--- src/common/pwr_mon_pkg.sv ---
// constants and types for the mainframe power monitor and reset sequencer
package pwr_mon_pkg;
    localparam int CLK_HZ = 40000000;
    localparam int SUPPLY_SETTLE_MS = 2;
    localparam int ACFAIL_LEAD_MS = 8;
    localparam int RAIL_LEAD_MS = 10;
    localparam int SUPPLY_SETTLE_CYC = (CLK_HZ / 1000) * SUPPLY_SETTLE_MS;
    localparam int ACFAIL_LEAD_CYC = (CLK_HZ / 1000) * ACFAIL_LEAD_MS;
    localparam int REF_HZ = 10000000;
    localparam int REF_HALF_CYC = CLK_HZ / REF_HZ / 2;
    localparam int SLOT_COUNT = 12;
    localparam int CNT_W = 24;

    typedef enum logic [1:0] {
        ST_RESET = 2'b00,
        ST_SETTLE = 2'b01,
        ST_RUN = 2'b10,
        ST_WARN = 2'b11
    } seq_state_t;
endpackage

--- src/design/delay_counter.sv ---
// loadable down counter that flags when a timed interval has run out
`timescale 1ns/1ps
module delay_counter #(
    parameter int WIDTH = 24
) (
    input wire logic clk,
    input wire logic reset,
    input wire logic load,
    input wire logic [WIDTH-1:0] load_value,
    output logic expired
);
    logic [WIDTH-1:0] count_reg;
    logic [WIDTH-1:0] count_next;

    // count down to zero and hold there; load restarts the interval
    always_comb begin
        count_next = count_reg;
        if (load) begin
            count_next = load_value;
        end else if (count_reg != '0) begin
            count_next = count_reg - WIDTH'(1);
        end
    end

    always_ff @(posedge clk or posedge reset) begin
        if (reset) begin
            count_reg <= '1;
        end else begin
            count_reg <= count_next;
        end
    end

    assign expired = (count_reg == '0) && !load;
endmodule

--- src/design/power_monitor.sv ---
// power monitor: backplane reset and ac-fail sequencing plus reference clock fan-out
//
// What this block does
// - hold system reset asserted while power is coming up.
// - before supplies vanish, assert ac-fail and then system reset.
// - ac-fail leads system reset by at least 8 ms after a power-fail warning, unless supplies are lost first.
// - release reset only after supplies are good for 2 ms.
// - both bus clock and 10 MHz clock valid before reset release.
// - slow clock generators may keep reset asserted until their clocks are good.
// - no automatic slot identification; slot position comes from module id lines.
// - system-controller detection and module id lines never gate each other.
// - source the 10 MHz reference clock from an accurate oscillator.
// - optionally derive the 10 MHz clock from an external reference.
// - fan the 10 MHz clock out separately to each of slots 1 to 12.
`timescale 1ns/1ps
module power_monitor
    import pwr_mon_pkg::*;
#(
    parameter int SETTLE_CYCLES = SUPPLY_SETTLE_CYC,
    parameter int LEAD_CYCLES = ACFAIL_LEAD_CYC,
    parameter int SLOTS = SLOT_COUNT
) (
    input wire logic clk,
    input wire logic reset,
    input wire logic supply_good,
    input wire logic power_fail_warn,
    input wire logic bus_clk_valid,
    input wire logic ref_clk_valid,
    input wire logic ext_ref_sel,
    input wire logic ext_ref_in,
    output logic sys_reset_n,
    output logic ac_fail_n,
    output logic [SLOTS-1:0] ref_clk_slot
);
    seq_state_t state_reg;
    seq_state_t state_next;
    logic sys_reset_n_reg;
    logic sys_reset_n_next;
    logic ac_fail_n_reg;
    logic ac_fail_n_next;
    logic timer_load;
    logic [CNT_W-1:0] timer_value;
    logic timer_expired;
    logic clocks_valid;
    logic supply_lost;
    logic settle_done;
    logic warn_taken;
    logic lead_done;

    // both clocks must be good; a slow generator simply holds its valid low
    assign clocks_valid = bus_clk_valid && ref_clk_valid;

    // named conditions; supply loss outranks every other event
    assign supply_lost = !supply_good;
    assign settle_done = timer_expired && clocks_valid;
    assign warn_taken = supply_good && power_fail_warn;
    assign lead_done = timer_expired;

    // one timer serves the settle interval and the ac-fail lead interval
    delay_counter #(
        .WIDTH(CNT_W)
    ) u_timer (
        .clk(clk),
        .reset(reset),
        .load(timer_load),
        .load_value(timer_value),
        .expired(timer_expired)
    );

    // next state: reset until supplies good, settle, run, warn, back to reset
    always_comb begin
        state_next = state_reg;
        case (state_reg)
            ST_RESET: begin
                // reset asserted while supplies are not yet good
                if (supply_good) begin
                    state_next = ST_SETTLE;
                end
            end
            ST_SETTLE: begin
                if (supply_lost) begin
                    state_next = ST_RESET;
                end else if (settle_done) begin
                    state_next = ST_RUN;
                end
            end
            ST_RUN: begin
                if (supply_lost) begin
                    // supply already gone: no time left for a lead
                    state_next = ST_RESET;
                end else if (warn_taken) begin
                    state_next = ST_WARN;
                end
            end
            ST_WARN: begin
                // reset follows after the lead time, or at once on supply loss
                if (lead_done || supply_lost) begin
                    state_next = ST_RESET;
                end
            end
            default: begin
                state_next = ST_RESET;
            end
        endcase
    end

    // timer requests decode from the current state only, never from state_next,
    // so the expired flag cannot loop back into its own load
    always_comb begin
        timer_load = 1'b0;
        timer_value = CNT_W'(SETTLE_CYCLES);
        case (state_reg)
            ST_RESET: begin
                timer_load = supply_good;
            end
            ST_RUN: begin
                if (warn_taken) begin
                    timer_load = 1'b1;
                    timer_value = CNT_W'(LEAD_CYCLES);
                end
            end
            default: begin
                timer_load = 1'b0;
            end
        endcase
    end

    // line levels for the next cycle, decoded from the transition being taken
    always_comb begin
        sys_reset_n_next = 1'b0;
        ac_fail_n_next = 1'b1;
        case (state_next)
            ST_RUN: begin
                sys_reset_n_next = 1'b1;
            end
            ST_WARN: begin
                // warning goes out first; reset stays released for the lead
                sys_reset_n_next = 1'b1;
                ac_fail_n_next = 1'b0;
            end
            ST_RESET: begin
                // falling out of run drops both lines together; out of warn ac-fail just stays low
                if (state_reg == ST_RUN || state_reg == ST_WARN) begin
                    ac_fail_n_next = 1'b0;
                end
            end
            default: begin
                sys_reset_n_next = 1'b0; // settling holds reset
            end
        endcase
    end

    // state and both line levels move together on each edge
    always_ff @(posedge clk or posedge reset) begin
        if (reset) begin
            state_reg <= ST_RESET;
            sys_reset_n_reg <= 1'b0;
            ac_fail_n_reg <= 1'b1;
        end else begin
            state_reg <= state_next;
            sys_reset_n_reg <= sys_reset_n_next;
            ac_fail_n_reg <= ac_fail_n_next;
        end
    end

    // ac-fail released again one cycle after reset drops, whether or not power has returned
    assign sys_reset_n = sys_reset_n_reg;
    assign ac_fail_n = ac_fail_n_reg;

    // 10 MHz reference: internal divider, guarded source choice, slot drivers
    logic [1:0] div_reg;
    logic [1:0] div_next;
    logic ref_int_reg;
    logic ref_int_next;
    logic use_ext_reg;
    logic use_ext_next;
    logic ref_src;
    wire logic [SLOTS-1:0] slot_bus;

    // divide 40 MHz by four; accuracy is that of the board oscillator
    always_comb begin
        div_next = div_reg + 2'(1);
        ref_int_next = ref_int_reg;
        if (div_reg == 2'(REF_HALF_CYC - 1)) begin
            div_next = '0;
            ref_int_next = ~ref_int_reg;
        end
    end

    // divider state
    always_ff @(posedge clk or posedge reset) begin
        if (reset) begin
            div_reg <= '0;
            ref_int_reg <= 1'b0;
        end else begin
            div_reg <= div_next;
            ref_int_reg <= ref_int_next;
        end
    end

    // source changes only while both candidates sit at one level, so a switch
    // never chops a runt pulse onto the slots; waits at most one half period
    always_comb begin
        use_ext_next = use_ext_reg;
        if (ext_ref_sel != use_ext_reg && ext_ref_in == ref_int_reg) begin
            use_ext_next = ext_ref_sel;
        end
    end

    // source choice state
    always_ff @(posedge clk or posedge reset) begin
        if (reset) begin
            use_ext_reg <= 1'b0;
        end else begin
            use_ext_reg <= use_ext_next;
        end
    end

    // external input taken as synchronous, per pin convention
    assign ref_src = use_ext_reg ? ext_ref_in : ref_int_reg;

    // one flop per slot so each slot has its own driver
    for (genvar i = 0; i < SLOTS; i++) begin : g_slot
        logic drv_reg;
        logic drv_next;

        // every slot copies the chosen source
        always_comb begin
            drv_next = ref_src;
        end

        // private driver flop for this slot
        always_ff @(posedge clk or posedge reset) begin
            if (reset) begin
                drv_reg <= 1'b0;
            end else begin
                drv_reg <= drv_next;
            end
        end

        assign slot_bus[i] = drv_reg;
    end

    // no slot probing or controller detection here; module id lines stay elsewhere
    assign ref_clk_slot = slot_bus;
endmodule

--- config.mk ---
export PLATFORM = sky130hd
export DESIGN_NAME = power_monitor
export DESIGN_NICKNAME = d
export VERILOG_FILES = /design/src/common/pwr_mon_pkg.sv /design/src/design/delay_counter.sv /design/src/design/power_monitor.sv
export SDC_FILE = /design/constraint.sdc
export NUM_CORES = 1
export LEC_CHECK = 0
export BUFFER_PORTS_ARGS = -buffer_cell sky130_fd_sc_hd__buf_2
export CAP_MARGIN = 30
export CORE_MARGIN = 2
export CORE_UTILIZATION = 33
export DETAILED_ROUTE_END_ITERATION = 8
export GPL_TIMING_DRIVEN = 0
export HOLD_SLACK_MARGIN = 0.1
export PLACE_DENSITY = 0.5
export SETUP_SLACK_MARGIN = 0.4
export SYNTH_ARGS = -nofsm -noshare
export SYNTH_HDL_FRONTEND = slang
export SYNTH_SLANG_ARGS = --single-unit
--- constraint.sdc ---
create_clock -name clk -period 2.71 [get_ports clk]
set_input_delay 0.1355 -clock clk [delete_from_list [all_inputs] [get_ports clk]]
set_output_delay 0.1355 -clock clk [all_outputs]
set_load 0.005 [all_outputs]
==> Word level (Yosys, flattened, before mapping) <==
Cells that the tools add are included.
{ "totals": {"wordCells": 52, "output_inout_bits": 14, "register_bits": 33, "input_bits": 8} }
{ "op_classes": {"n_eq_ne": 8, "n_reduce_logical": 15, "bitwise": 1, "addsub": 2, "muxes": 18} }
{ "op_table": {"columns": ["op", "n"], "rows": [
  ["24-bit 2-to-1 mux", 2],
  ["19-bit 2-to-1 mux", 2],
  ["24-bit zero test", 1],
  ["24-bit nonzero test", 1],
  ["24-bit by 1-bit subtractor with 24-bit output (second input constant)", 1],
  ["2-bit 2-to-1 mux", 7],
  ["2-bit equality test (second input constant)", 4],
  ["2-bit case mux with 4 select lines", 1],
  ["1-bit logical AND", 5],
  ["2-bit by 1-bit equality test with 1-bit output (second input constant)", 2],
  ["2-bit zero test", 2],
  ["1-bit 2-to-1 mux", 4],
  ["1-bit case mux with 2 select lines", 2],
  ["2-bit by 1-bit adder with 2-bit output (second input constant)", 1],
  ["1-bit zero test", 2],
  ["1-bit logical OR", 2],
  ["2-bit nonzero test", 1],
  ["2-bit OR reduction", 1],
  ["1-bit equality test", 1],
  ["1-bit != test", 1],
  ["1-bit inverter", 1]
]} }

==> Depth between registers and ports, before layout <==
Gate-level depths: netlist of the first run.
{ "logic_depth": {"word_depth": 12, "ltp_mapped": 8, "ltp_nobuf": 6} }

==> Hierarchy <==
From an unflattened synthesis of the first run, not the netlist that was laid out.
{ "hier_totals": {"cells_unflattened": 211, "area_unflattened_um2": 1953.1} }
{ "modules_own_cells": {"columns": ["mod", "instances", "area_per_inst_um2", "cells_per_inst", "seq_area_each_um2"], "rows": [
  ["delay_counter", 1, 1488.9, 164, 630.6],
  ["power_monitor", 1, 464.2, 47, 226.5]
]} }

==> Worst setup path after synthesis of the first run <==
Ideal clock, no wire load.
{ "synth_path": {"kind": "register to register", "start": "reg u_timer.count_reg[16]", "end": "reg state_reg[1]", "path_stages_with_launch": 7, "synth_period_minus_slack_ns": 2.173, "t_required_ns": 2.588, "n_path_buf": 1, "setup_time_ns": 0.122, "arrival_time_ns": 2.052, "setup_slack_ns": 0.537, "path_cell_list": "dfstp_2 -> or4_4 -> or4_4 -> nor3_4 -> buf_6 -> nand2_1 -> a32o_1"} }
{ "synth_between": {"elab_chain_len": 6, "elab_cells_between_ends": 8, "classes_between": "4 x mux; 4 x reduce/logical"} }
{ "synth_rtl": {"columns": ["item", "line_no", "rtl"], "rows": [
  ["from (decl)", "delay_counter.sv:12", "logic [WIDTH-1:0] count_reg;"],
  ["from (signal assigned)", "delay_counter.sv:29", "count_reg <= count_next;"],
  ["24-bit zero test (*)", "delay_counter.sv:33", "assign expired = (count_reg == '0) && !load;"],
  ["1-bit logical AND (*)", "delay_counter.sv:33", null],
  ["1-bit logical AND", "power_monitor.sv:55", "assign settle_done = timer_expired && clocks_valid;"],
  ["2-bit 2-to-1 mux", "power_monitor.sv:83", "end else if (settle_done) begin"],
  ["2-bit 2-to-1 mux", "power_monitor.sv:81", "if (supply_lost) begin"],
  ["2-bit case mux with 4 select lines (*)", "power_monitor.sv:73", "case (state_reg)"],
  ["named net state_next[1]", "power_monitor.sv:36", "seq_state_t state_next;"],
  ["to (signal assigned)", "power_monitor.sv:160", "state_reg <= state_next;"],
  ["to (decl)", "power_monitor.sv:35", "seq_state_t state_reg;"]
]} }
The timed path passes the listed nets; every way through them passes the cells marked *.
A chain may end at the register's enable or synchronous reset.

==> Worst setup path after layout of the first run <==
{ "layout_path": {"start": "reg u_timer.count_reg[19]", "end": "reg sys_reset_n_reg (netlist: sys_reset_n)"} }
{ "layout_between": {"elab_chain_len": 9, "elab_cells_between_ends": 12, "classes_between": "2 x eq/ne; 5 x mux; 5 x reduce/logical"} }
{ "layout_rtl": {"columns": ["item", "line_no", "rtl"], "rows": [
  ["24-bit zero test (*)", "delay_counter.sv:33", null],
  ["1-bit logical AND (*)", "delay_counter.sv:33", null],
  ["1-bit logical AND", "power_monitor.sv:55", null],
  ["2-bit 2-to-1 mux", "power_monitor.sv:83", null],
  ["2-bit 2-to-1 mux", "power_monitor.sv:81", null],
  ["2-bit case mux with 4 select lines (*)", "power_monitor.sv:73", null],
  ["2-bit equality test", "power_monitor.sv:132", "case (state_next)"],
  ["2-bit OR reduction (no source line) (*)", null, null],
  ["1-bit 2-to-1 mux (*)", "power_monitor.sv:132", null],
  ["named net sys_reset_n_next", "power_monitor.sv:38", "logic sys_reset_n_next;"],
  ["to (signal assigned)", "power_monitor.sv:161", "sys_reset_n_reg <= sys_reset_n_next;"],
  ["to (decl)", "power_monitor.sv:37", "logic sys_reset_n_reg;"]
]} }
Marks and branches as above.

==> impl_metrics.csv, run 1 <==
group,metric,value,unit
die,dieHeight,79.9,um
synthesis,syn_inst,187,
route,avgViaCountPerCell,5.05,
synthesis,synth_top_family_by_area,"simple AND/OR/NAND/NOR gates",
clock_tree,clockBufferDepth,2,
setup_path,critical_path.most_common_cell,"or4_4",
timing,rsz0062_at_grt,"yes",
timing,clock_skew,0.00653,ns
setup_path,critPathTopFamily,"simple AND/OR/NAND/NOR gates",
final_layout,drive_above_1_share,41.9,%
global_routing,grt_busiest_layer,"met2",
route,avgRoutedWirePerCell,14.4,um
setup_path,reg2reg_to,"sys_reset_n",
synthesis,synth_fa_ha_area_share,1.31,%
setup_path,crit_chain,"or4_4 > or4_4 > nor3_4 > buf_6 > nand2_1 > a32o_1",
setup_path,reg2regPathDepth,6,
global_routing,met2_usage,23.8,%
synthesis,synth_cell_types,48,
global_routing,grt_first_pass_wirelength,7.36,mm
setup_path,rrSetupSlack,0.41,ns
synthesis,syn_area_per_cell,10.2,um2
die,dieArea,6390,um2
global_routing,antenna_found_initial,0,
route,via_count,1520,
synthesis,ys.flop_type,"dfstp_2",
setup_path,crit_slowest_cell,"or4_4",
setup_path,r2r_start,"u_timer.count_reg[19]",
die,initial_utilization,34.3,%
route,drc,0,
final_layout,multi_input_area,925,um2
synthesis,netlist.area_leader.share,34.5,%
clock_tree,cts_tree,"done",
die,pin_count,22,
global_routing,grt_usage,15.0,%
timing,fin_tns_setup,0,ns
final_layout,final.fill_count,548,
setup_path,critPathKind,"flop to flop",
setup_path,critPathLaunch,"u_timer.count_reg[19]",
setup_path,cp_num_cells,6,
clock_tree,cts_buffers,5,
final_layout,area_delta_synth_final,23.1,%
route,drt_first_pass_iters,4,
timing,max_freq,0.434,GHz
synthesis,netlist_area,1900,um2
synthesis,ys_ff_latch,33,
setup_path,max_stage_delay,0.55,ns
power_and_ir_drop,leakagePower,0.990,nW
power_and_ir_drop,powerDensity,650,nW/um2
setup_path,cp-start-kind,"flop",
global_routing,use_met3,3.39,%
die,core_area,5540,um2
clock_tree,root_buffer,"clkbuf_8",
clock_tree,insertion_delay,0.29,ns
final_layout,largest_reg_flops,24,
final_layout,nNetsFinal,238,
die,die_x,79.9,um
timing,finalSetupViolCount,0,
final_layout,antennaDiodeCount,0,
synthesis,synth-edff-count,0,
synthesis,yosysTopAreaCell,"dfstp_2",
final_layout,final_common_cell,"dfstp_2",
timing,slew_headroom,43.9,%
job,maxCapViolCount,0,
synthesis,synth_compound_area_share,15.5,%
final_layout,final_util,42.3,%
timing,worst_pin_slew,0.835,ns
setup_path,cp-end-kind,"flop",
timing,hold_viol,0,
synthesis,synth_area_leaders,"dfstp_2 (35%), dfrtp_1 (11%), buf_4 (4.7%)",
route,ant_nets,0,
timing,period_minus_slack,2.30,ns
global_routing,grtUsageMet1,20.1,%
timing,period_share,85.0,%
placed_design,place_congestion,0.753,
setup_path,crit_arrival,2.48,ns
synthesis,synth-warning-count,0,
setup_path,endpoint,"sys_reset_n",
route,wl,4.33,mm
setup_path,crit_fanout,6,
placed_design,portBuffers,21,
synthesis,syn-num-nets,197,
clock_tree,htreeDepth,2,
placed_design,hpwl,2.95,mm
final_layout,seq_area,857,um2
synthesis,ys_seq_area_share,45.0,%
clock_tree,path_clk_slew,0.07,ns
route,dr.first_iter.drc_count,116,
timing,slew_violations,0,
global_routing,grt_pass1_vias,1479,
setup_path,critPathRequiredTime,2.89,ns
final_layout,layout_common_cells,"dfstp_2 (25), buf_2 (22), buf_4 (21)",
global_routing,grt_overflow,0,
die,rows,27,
power_and_ir_drop,ir_worst_vdd,322,uV
synthesis,synth-simple-area-share,25.3,%
outcome,outcome,"completed",
clock_tree,cts.sinks,33,
synthesis,synthMuxAreaShare,1.18,%
synthesis,synthArstFlopShare,100,%
setup_path,worst-path-buf-inv,1,
worst_hold_path,hp-class,"primary input to flop",
synthesis,synth_xor_area_share,3.68,%
global_routing,grt_max_degree,24,
[worst register-to-register path, stage by stage (launching register included)]
cell and delay, ns:
dfstp_2 0.38, or4_4 0.54, or4_4 0.55, nor3_4 0.23, buf_6 0.17, nand2_1 0.08
a32o_1 0.26
[final cells by class]
type	count	area share (%)
multi-input cells	131	39.5
flip-flops and latches	33	36.6
repair buffers	34	9.83
plain buffers	17	5.77
well taps	72	3.85
clock buffers	6	3.10
inverters	6	0.962
clock inverters	2	0.427
[synth_stat cells (all sizes together) (3+ instances only)]
library cell / n
and3: 3
a21oi: 9
nand2b: 5
dfrtp: 8
buf: 15
o21ai: 8
xnor2: 7
nor2: 14
o31ai: 3
nand3: 6
o41ai: 6
nor4: 6
nand2: 14
or4: 9
a31oi: 5
inv: 6
nand4: 3
nor2b: 3
or3: 5
dfstp: 25
[logic make-up (layout without fill, tap and decap cells)]
logic type / after synthesis / count (layout)
AOI/OAI and AO/OA: 41 / 41
xor gates and xnor gates: 8 / 8
adders and majority gates: 2 / 2
buffers and inverters: 23 / 65
DFF: 33 / 33
muxes: 2 / 2
and+or+nand+nor: 78 / 78
[repair_timing]
item                                    4_1_cts  5_1_grt
setup buffers                                 3        6
endpoints found under the hold margin         6        0
pin swaps                                     0        6
hold buffers                                  3        0
resized for setup                             2        7
endpoints found under the setup margin        7       21
[metal layers]
layer / vias to the layer above / wire length (um)
met1: 723 / 2110
met5: - / 0
met3: 5 / 105
li1: 773 / -
met4: 0 / 62
met2: 19 / 2060
[through the flow]
stage	instance area [um2]	total power, mW	hold WS, ns	instances	worst slack [ns]
CTS	2270	1.53	0.109	295	0.362
finish	2340	1.52	0.114	301	0.408
detailed placement	2130	1.15	0.186	281	0.353
floorplan	1900	1.04	0.211	187	0.537
global route	2340	1.63	0.125	301	0.334
global placement	2100	1.15	0.358	280	0.365
[report_power, final]
part           internal, mW  leakage (nW)  switching (mW)
Clock                 0.178        0.0450           0.185
Combinational         0.209         0.583           0.241
Sequential            0.628         0.362          0.0826
[worst min path at each step]
stage	startpoint	slack, ns	endpoint	cells after the start
5_1_grt	ext_ref_in	0.13	g_slot[11].drv_reg	2
2_1_floorplan	power_fail_warn	0.21	ac_fail_n	1
3_3_place_gp	power_fail_warn	0.36	ac_fail_n	2
3_5_place_dp	reset	0.19	div_reg[0]	2
4_1_cts	ext_ref_in	0.11	g_slot[11].drv_reg	2
6_report	ext_ref_in	0.11	g_slot[11].drv_reg	2
No activity file was read; power rests on OpenSTA's default activity.
==> run 2, diff against run 1 <==
PLACE_DENSITY = 0.52   (was 0.5)
clock period = 1.85 ns   (was 2.71 ns; I/O delays follow)
==> run 2 against run 1 <==
Critical endpoint is now u_timer.count_reg[22]. The flow now finishes with violations (negative setup slack). Sequential power grew 48%. Largest cell class unchanged. Routed wire length up 9.7%. Sequential share of layout area shrank 3.0 points. Clock power increased by 44%.
==> impl_metrics.csv, run 2 (same netlist as run 1, synthesis figures left out) <==
group,metric,value,unit
outcome,outcome,"finished, violations left",
outcome,failed_checks,"negative setup slack",
timing,max_freq,0.454,GHz
placed_design,place_congestion,0.751,
final_layout,largest_reg_flops,24,
die,dieHeight,79.9,um
setup_path,critPathRequiredTime,2.06,ns
final_layout,area_delta_synth_final,34.1,%
clock_tree,cts.sinks,33,
final_layout,layout_common_cells,"dfstp_2 (25), buf_2 (23), buf_4 (21)",
clock_tree,insertion_delay,0.28,ns
final_layout,final_common_cell,"dfstp_2",
clock_tree,htreeDepth,2,
final_layout,antennaDiodeCount,0,
power_and_ir_drop,p_int,1.55,mW
setup_path,crit_chain,"or4_4 > buf_4 > buf_6 > or3_4 > or4_1 > a21oi_1",
final_layout,nNetsFinal,245,
job,maxCapViolCount,0,
route,met2_length,2.35,mm
clock_tree,root_buffer,"clkbuf_8",
final_layout,drive_above_1_share,50.0,%
timing,setup_ws,-0.353,ns
clock_tree,path_clk_slew,0.07,ns
route,avgRoutedWirePerCell,15.4,um
route,m1WireLength,2.10,mm
die,dieArea,6390,um2
power_and_ir_drop,powerDensity,919,nW/um2
route,drc,0,
timing,rsz0062_at_grt,"yes",
setup_path,crit_slowest_cell,"or4_4",
route,ant_nets,0,
power_and_ir_drop,switching_share,34.0,%
setup_path,cp-start-kind,"flop",
die,pin_count,22,
worst_hold_path,hp-class,"primary input to flop",
route,via_count,1625,
placed_design,placed_area,2120,um2
power_and_ir_drop,ir_worst_vdd,519,uV
final_layout,layout.cells.non_filler,308,
power_and_ir_drop,comb_power_share,33.0,%
die,core_area,5540,um2
setup_path,cp-end-kind,"flop",
timing,period_minus_slack,2.20,ns
timing,period_share,119,%
placed_design,hpwl,3.08,mm
timing,finalSetupViolCount,27,
route,dr.first_iter.drc_count,111,
route,wl,4.75,mm
power_and_ir_drop,seqPwrFrac,44.7,%
global_routing,grt_first_pass_wirelength,7.52,mm
timing,slew_violations,0,
route,drt_first_pass_iters,4,
setup_path,max_stage_delay,0.54,ns
route,maxUsedRoutingLayer,"met4",
global_routing,grt_usage,15.5,%
die,die_x,79.9,um
final_layout,design_area,2550,um2
power_and_ir_drop,clockPowerShare,22.3,%
power_and_ir_drop,p_sw,0.797,mW
global_routing,antenna_found_initial,0,
setup_path,critPathKind,"flop to flop",
route,avgViaCountPerCell,5.28,
global_routing,grt_pass1_vias,1510,
clock_tree,cts_buffers,5,
power_and_ir_drop,leakagePower,1.04,nW
global_routing,grt_max_degree,22,
timing,clock_skew,0.00943,ns
clock_tree,clockBufferDepth,2,
route,met3_length,246,um
placed_design,portBuffers,21,
setup_path,crit_fanout,5,
timing,worst_pin_slew,0.844,ns
timing,holdWs,0.144,ns
clock_tree,cts_tree,"done",
global_routing,grt_overflow,0,
placed_design,dpl.cell_count,281,
die,initial_utilization,34.3,%
timing,hold_viol,0,
timing,slew_headroom,43.7,%
die,rows,27,
setup_path,crit_arrival,2.42,ns
## run 2: cell count changes in the layout (fill, tap and decap cells not counted), sizes merged
cell | previous run | this run
buf | 46 | 53
clkinv | 2 | 1
dlygate4sd3 | 3 | 4
## run 2: path summary, 6_finish.rpt
check	depth (start not counted)	to	slack, ns	start
max	6	u_timer.count_reg[22]	-0.35	u_timer.count_reg[19]
min	2	sys_reset_n	0.14	supply_good
max reg2reg	6	u_timer.count_reg[22]	-0.35	u_timer.count_reg[19]
min reg2reg	1	div_reg[1]	0.45	div_reg[0]
max in group asynchronous	4	u_timer.count_reg[8]	0.66	reset
min in group asynchronous	3	g_slot[11].drv_reg	0.52	reset
## run 2: final cells by class
type                    instances  area, um2
clock inverters                 1       5.00
fillers                       542       2990
flip-flops and latches         33        857
inverters                       6       22.5
well taps                      72       90.1
clock buffers                   7       76.3
plain buffers                  17        130
multi-input cells             131       1050
repair buffers                 41        320
## run 2: worst max-delay path, delay by kind of cell (launching register included)
family | cells | cell delay (ns)
flip-flops | 1 | 0.37
buffers and inverters | 2 | 0.27
AND/OR/NAND/NOR | 3 | 1.36
AO/OA/AOI/OAI | 1 | 0.14
## run 2: layer usage
| layer | vias to the layer above | GRT usage, % |
|---|---|---|
| met1 | 791 | 20.4 |
| met2 | 43 | 25.3 |
| li1 | 787 | - |
| met4 | 0 | 4.92 |
| met3 | 4 | 3.51 |
| met5 | - | 0 |
## run 2: power groups by stage
stage,clock [mW],sequential (mW),combinational (mW)
final,0.523,1.05,0.774
after global routing,0.578,1.08,0.849
after CTS,0.543,1.05,0.695
after detailed placement,0,1.05,0.648
after global placement,0,1.05,0.631
after floorplan,0,1.02,0.505
## run 2: repair_timing
item | 4_1_cts | 5_1_grt
gates cloned | 2 | 0
resized for setup | 10 | 26
pin swaps | 10 | 11
buffers inserted | 8 | 5
setup endpoints to repair | 27 | 27
hold endpoints to repair | 10 | 0
hold buffers | 4 | 0
## run 2: metrics by stage
step                      setup slack, ns  TNS, ns  total power, mW  utilization, %
final                              -0.353    -6.80             2.35            46.1
after global routing               -0.421    -8.91             2.50            46.1
after CTS                          -0.431    -8.93             2.29            43.0
after detailed placement           -0.457    -9.90             1.70            38.3
after global placement             -0.469   -10.10             1.68            38.0
after floorplan                    -0.315    -3.99             1.53               -
==> run 3, diff against run 2 <==
SETUP_SLACK_MARGIN = 0.15   (was 0.4)
==> run 3 against run 2 <==
The flow still finishes with violations (negative setup slack). Fmax is 0.93% lower. First-iteration DRC count is 53% lower. Via count is 1.1% lower. Power is 1.3% higher. Non-clock buffer count is 3 higher. Critical path depth is 1 higher. Clock skew is 0.0032 ns lower. Worst setup slack worse by 0.021 ns. Combinational power is 2% higher. Register-to-register slack worse by 0.02 ns. Final area is 2.5% higher. Global-route usage is 0.39 points higher.
==> impl_metrics.csv, run 3 (same netlist as run 1, synthesis figures left out) <==
group,metric,value,unit
route,ant_nets,0,
power_and_ir_drop,ir_worst_vdd,524,uV
placed_design,place_congestion,0.790,
final_layout,seq_area,857,um2
placed_design,hpwl,3.06,mm
worst_hold_path,hp-class,"primary input to flop",
final_layout,layout_common_cells,"buf_4 (25), dfstp_2 (25), buf_2 (22)",
setup_path,critPathRequiredTime,2.06,ns
global_routing,grt_usage,15.9,%
final_layout,nNetsFinal,248,
die,core_area,5540,um2
route,wl,4.76,mm
die,rows,27,
timing,rsz0062_at_grt,"yes",
timing,period_minus_slack,2.22,ns
route,dr.first_iter.drc_count,52,
power_and_ir_drop,powerDensity,908,nW/um2
die,dieArea,6390,um2
setup_path,endpoint,"u_timer.count_reg[20]",
clock_tree,cts_tree,"done",
placed_design,dp_slack,-0.487,ns
final_layout,largest_reg_flops,24,
placed_design,portBuffers,21,
global_routing,grt_first_pass_wirelength,7.77,mm
die,dieHeight,79.9,um
clock_tree,path_clk_slew,0.07,ns
outcome,outcome,"finished, violations left",
power_and_ir_drop,comb_power_share,33.2,%
power_and_ir_drop,clockPowerShare,22.3,%
clock_tree,cts.sinks,33,
route,drc,0,
final_layout,multi_input_area,1080,um2
power_and_ir_drop,seqPwrFrac,44.5,%
power_and_ir_drop,switching_share,34.3,%
setup_path,critPathLaunch,"u_timer.count_reg[18]",
setup_path,crit_fanout,5,
setup_path,cp-start-kind,"flop",
power_and_ir_drop,p_sw,0.817,mW
outcome,failed_checks,"negative setup slack",
timing,period_share,120,%
final_layout,area_delta_synth_final,37.5,%
setup_path,critPathKind,"flop to flop",
die,pin_count,22,
timing,slew_headroom,41.8,%
route,via_count,1607,
placed_design,dpl.cell_count,281,
clock_tree,insertion_delay,0.28,ns
clock_tree,cts_buffers,5,
setup_path,crit_arrival,2.43,ns
route,avgViaCountPerCell,5.17,
die,initial_utilization,34.3,%
global_routing,grt_max_degree,24,
global_routing,antenna_found_initial,0,
power_and_ir_drop,leakagePower,1.07,nW
clock_tree,htreeDepth,2,
timing,slew_violations,0,
timing,fin_tns_setup,-8.63,ns
setup_path,cp-end-kind,"flop",
timing,setup_ws,-0.374,ns
timing,finalSetupViolCount,27,
route,drt_first_pass_iters,4,
power_and_ir_drop,p_int,1.56,mW
power_and_ir_drop,totalPowerFinal,2.38,mW
job,maxCapViolCount,0,
setup_path,reg2reg_to,"u_timer.count_reg[20]",
timing,clock_skew,0.00619,ns
setup_path,reg2regPathDepth,7,
final_layout,layout.cells.non_filler,311,
timing,max_freq,0.450,GHz
global_routing,grt_overflow,0,
timing,hold_viol,0,
final_layout,antennaDiodeCount,0,
clock_tree,clockBufferDepth,2,
route,avgRoutedWirePerCell,15.3,um
global_routing,grt_pass1_vias,1508,
final_layout,drive_above_1_share,52.7,%
die,die_x,79.9,um
final_layout,final.fill_count,526,
setup_path,r2r_start,"u_timer.count_reg[18]",
clock_tree,root_buffer,"clkbuf_8",
setup_path,rrSetupSlack,-0.37,ns
timing,holdWs,0.154,ns
timing,worst_pin_slew,0.867,ns
==> run 3: cell types whose count changed in the layout (fill, tap and decap cells not counted), sizes merged <==
cell and change:
clkbuf -1, buf +4, clkinv +1, dlygate4sd3 -1
==> run 3: layout make-up <==
cell class	count	share of cell area (%)
clock inverters	2	0.382
inverters	6	0.860
flip-flops and latches	33	32.7
plain buffers	17	5.07
repair buffers	44	13.6
multi-input cells	131	41.1
well taps	72	3.44
clock buffers	6	2.77
==> run 3: worst min path at each step <==
| stage | start | endpoint | cells past startpoint |
|---|---|---|---|
| after global placement | power_fail_warn | ac_fail_n | 2 |
| after detailed placement | power_fail_warn | ac_fail_n | 2 |
| after CTS | supply_good | sys_reset_n | 2 |
| after floorplan | power_fail_warn | ac_fail_n | 1 |
| final | supply_good | state_reg[1] | 2 |
| after global routing | supply_good | state_reg[1] | 2 |
==> run 3: critical path: stages, from the launching register on <==
cell and delay, ns:
dfstp_2 0.39, or4_4 0.54, or4_4 0.47, nor3_4 0.22, buf_6 0.18, buf_8 0.15
o31ai_4 0.06, a21oi_2 0.14
==> run 3: power by group through the flow <==
stage	Combinational [mW]	Sequential (mW)	Clock, mW
floorplan	0.505	1.02	0
global placement	0.628	1.05	0
detailed placement	0.644	1.05	0
CTS	0.717	1.05	0.542
global route	0.872	1.07	0.576
finish	0.788	1.06	0.531
==> run 3: per-layer routing <==
metal  part of all wire (%)  up-vias  track usage [%]
met1                     49      777             22.5
met2                     47       29             24.7
li1                       -      795                -
met5                      0        -                0
met3                    3.2        6             3.39
met4                   0.74        0             4.07
==> run 3: timing repair <==
item	in CTS	in global routing
endpoints found under the setup margin	27	27
pin swaps	13	19
gates resized for setup	18	24
buffers inserted	8	9
gates cloned	2	0
hold buffers	3	0
hold endpoints to repair	3	0
==> run 3: per-stage QoR <==
stage | utilization, % | cell area (um2)
floorplan | - | 1910
global placement | 38.0 | 2110
detailed placement | 38.5 | 2130
CTS | 44.1 | 2440
global route | 47.2 | 2620
finish | 47.2 | 2620
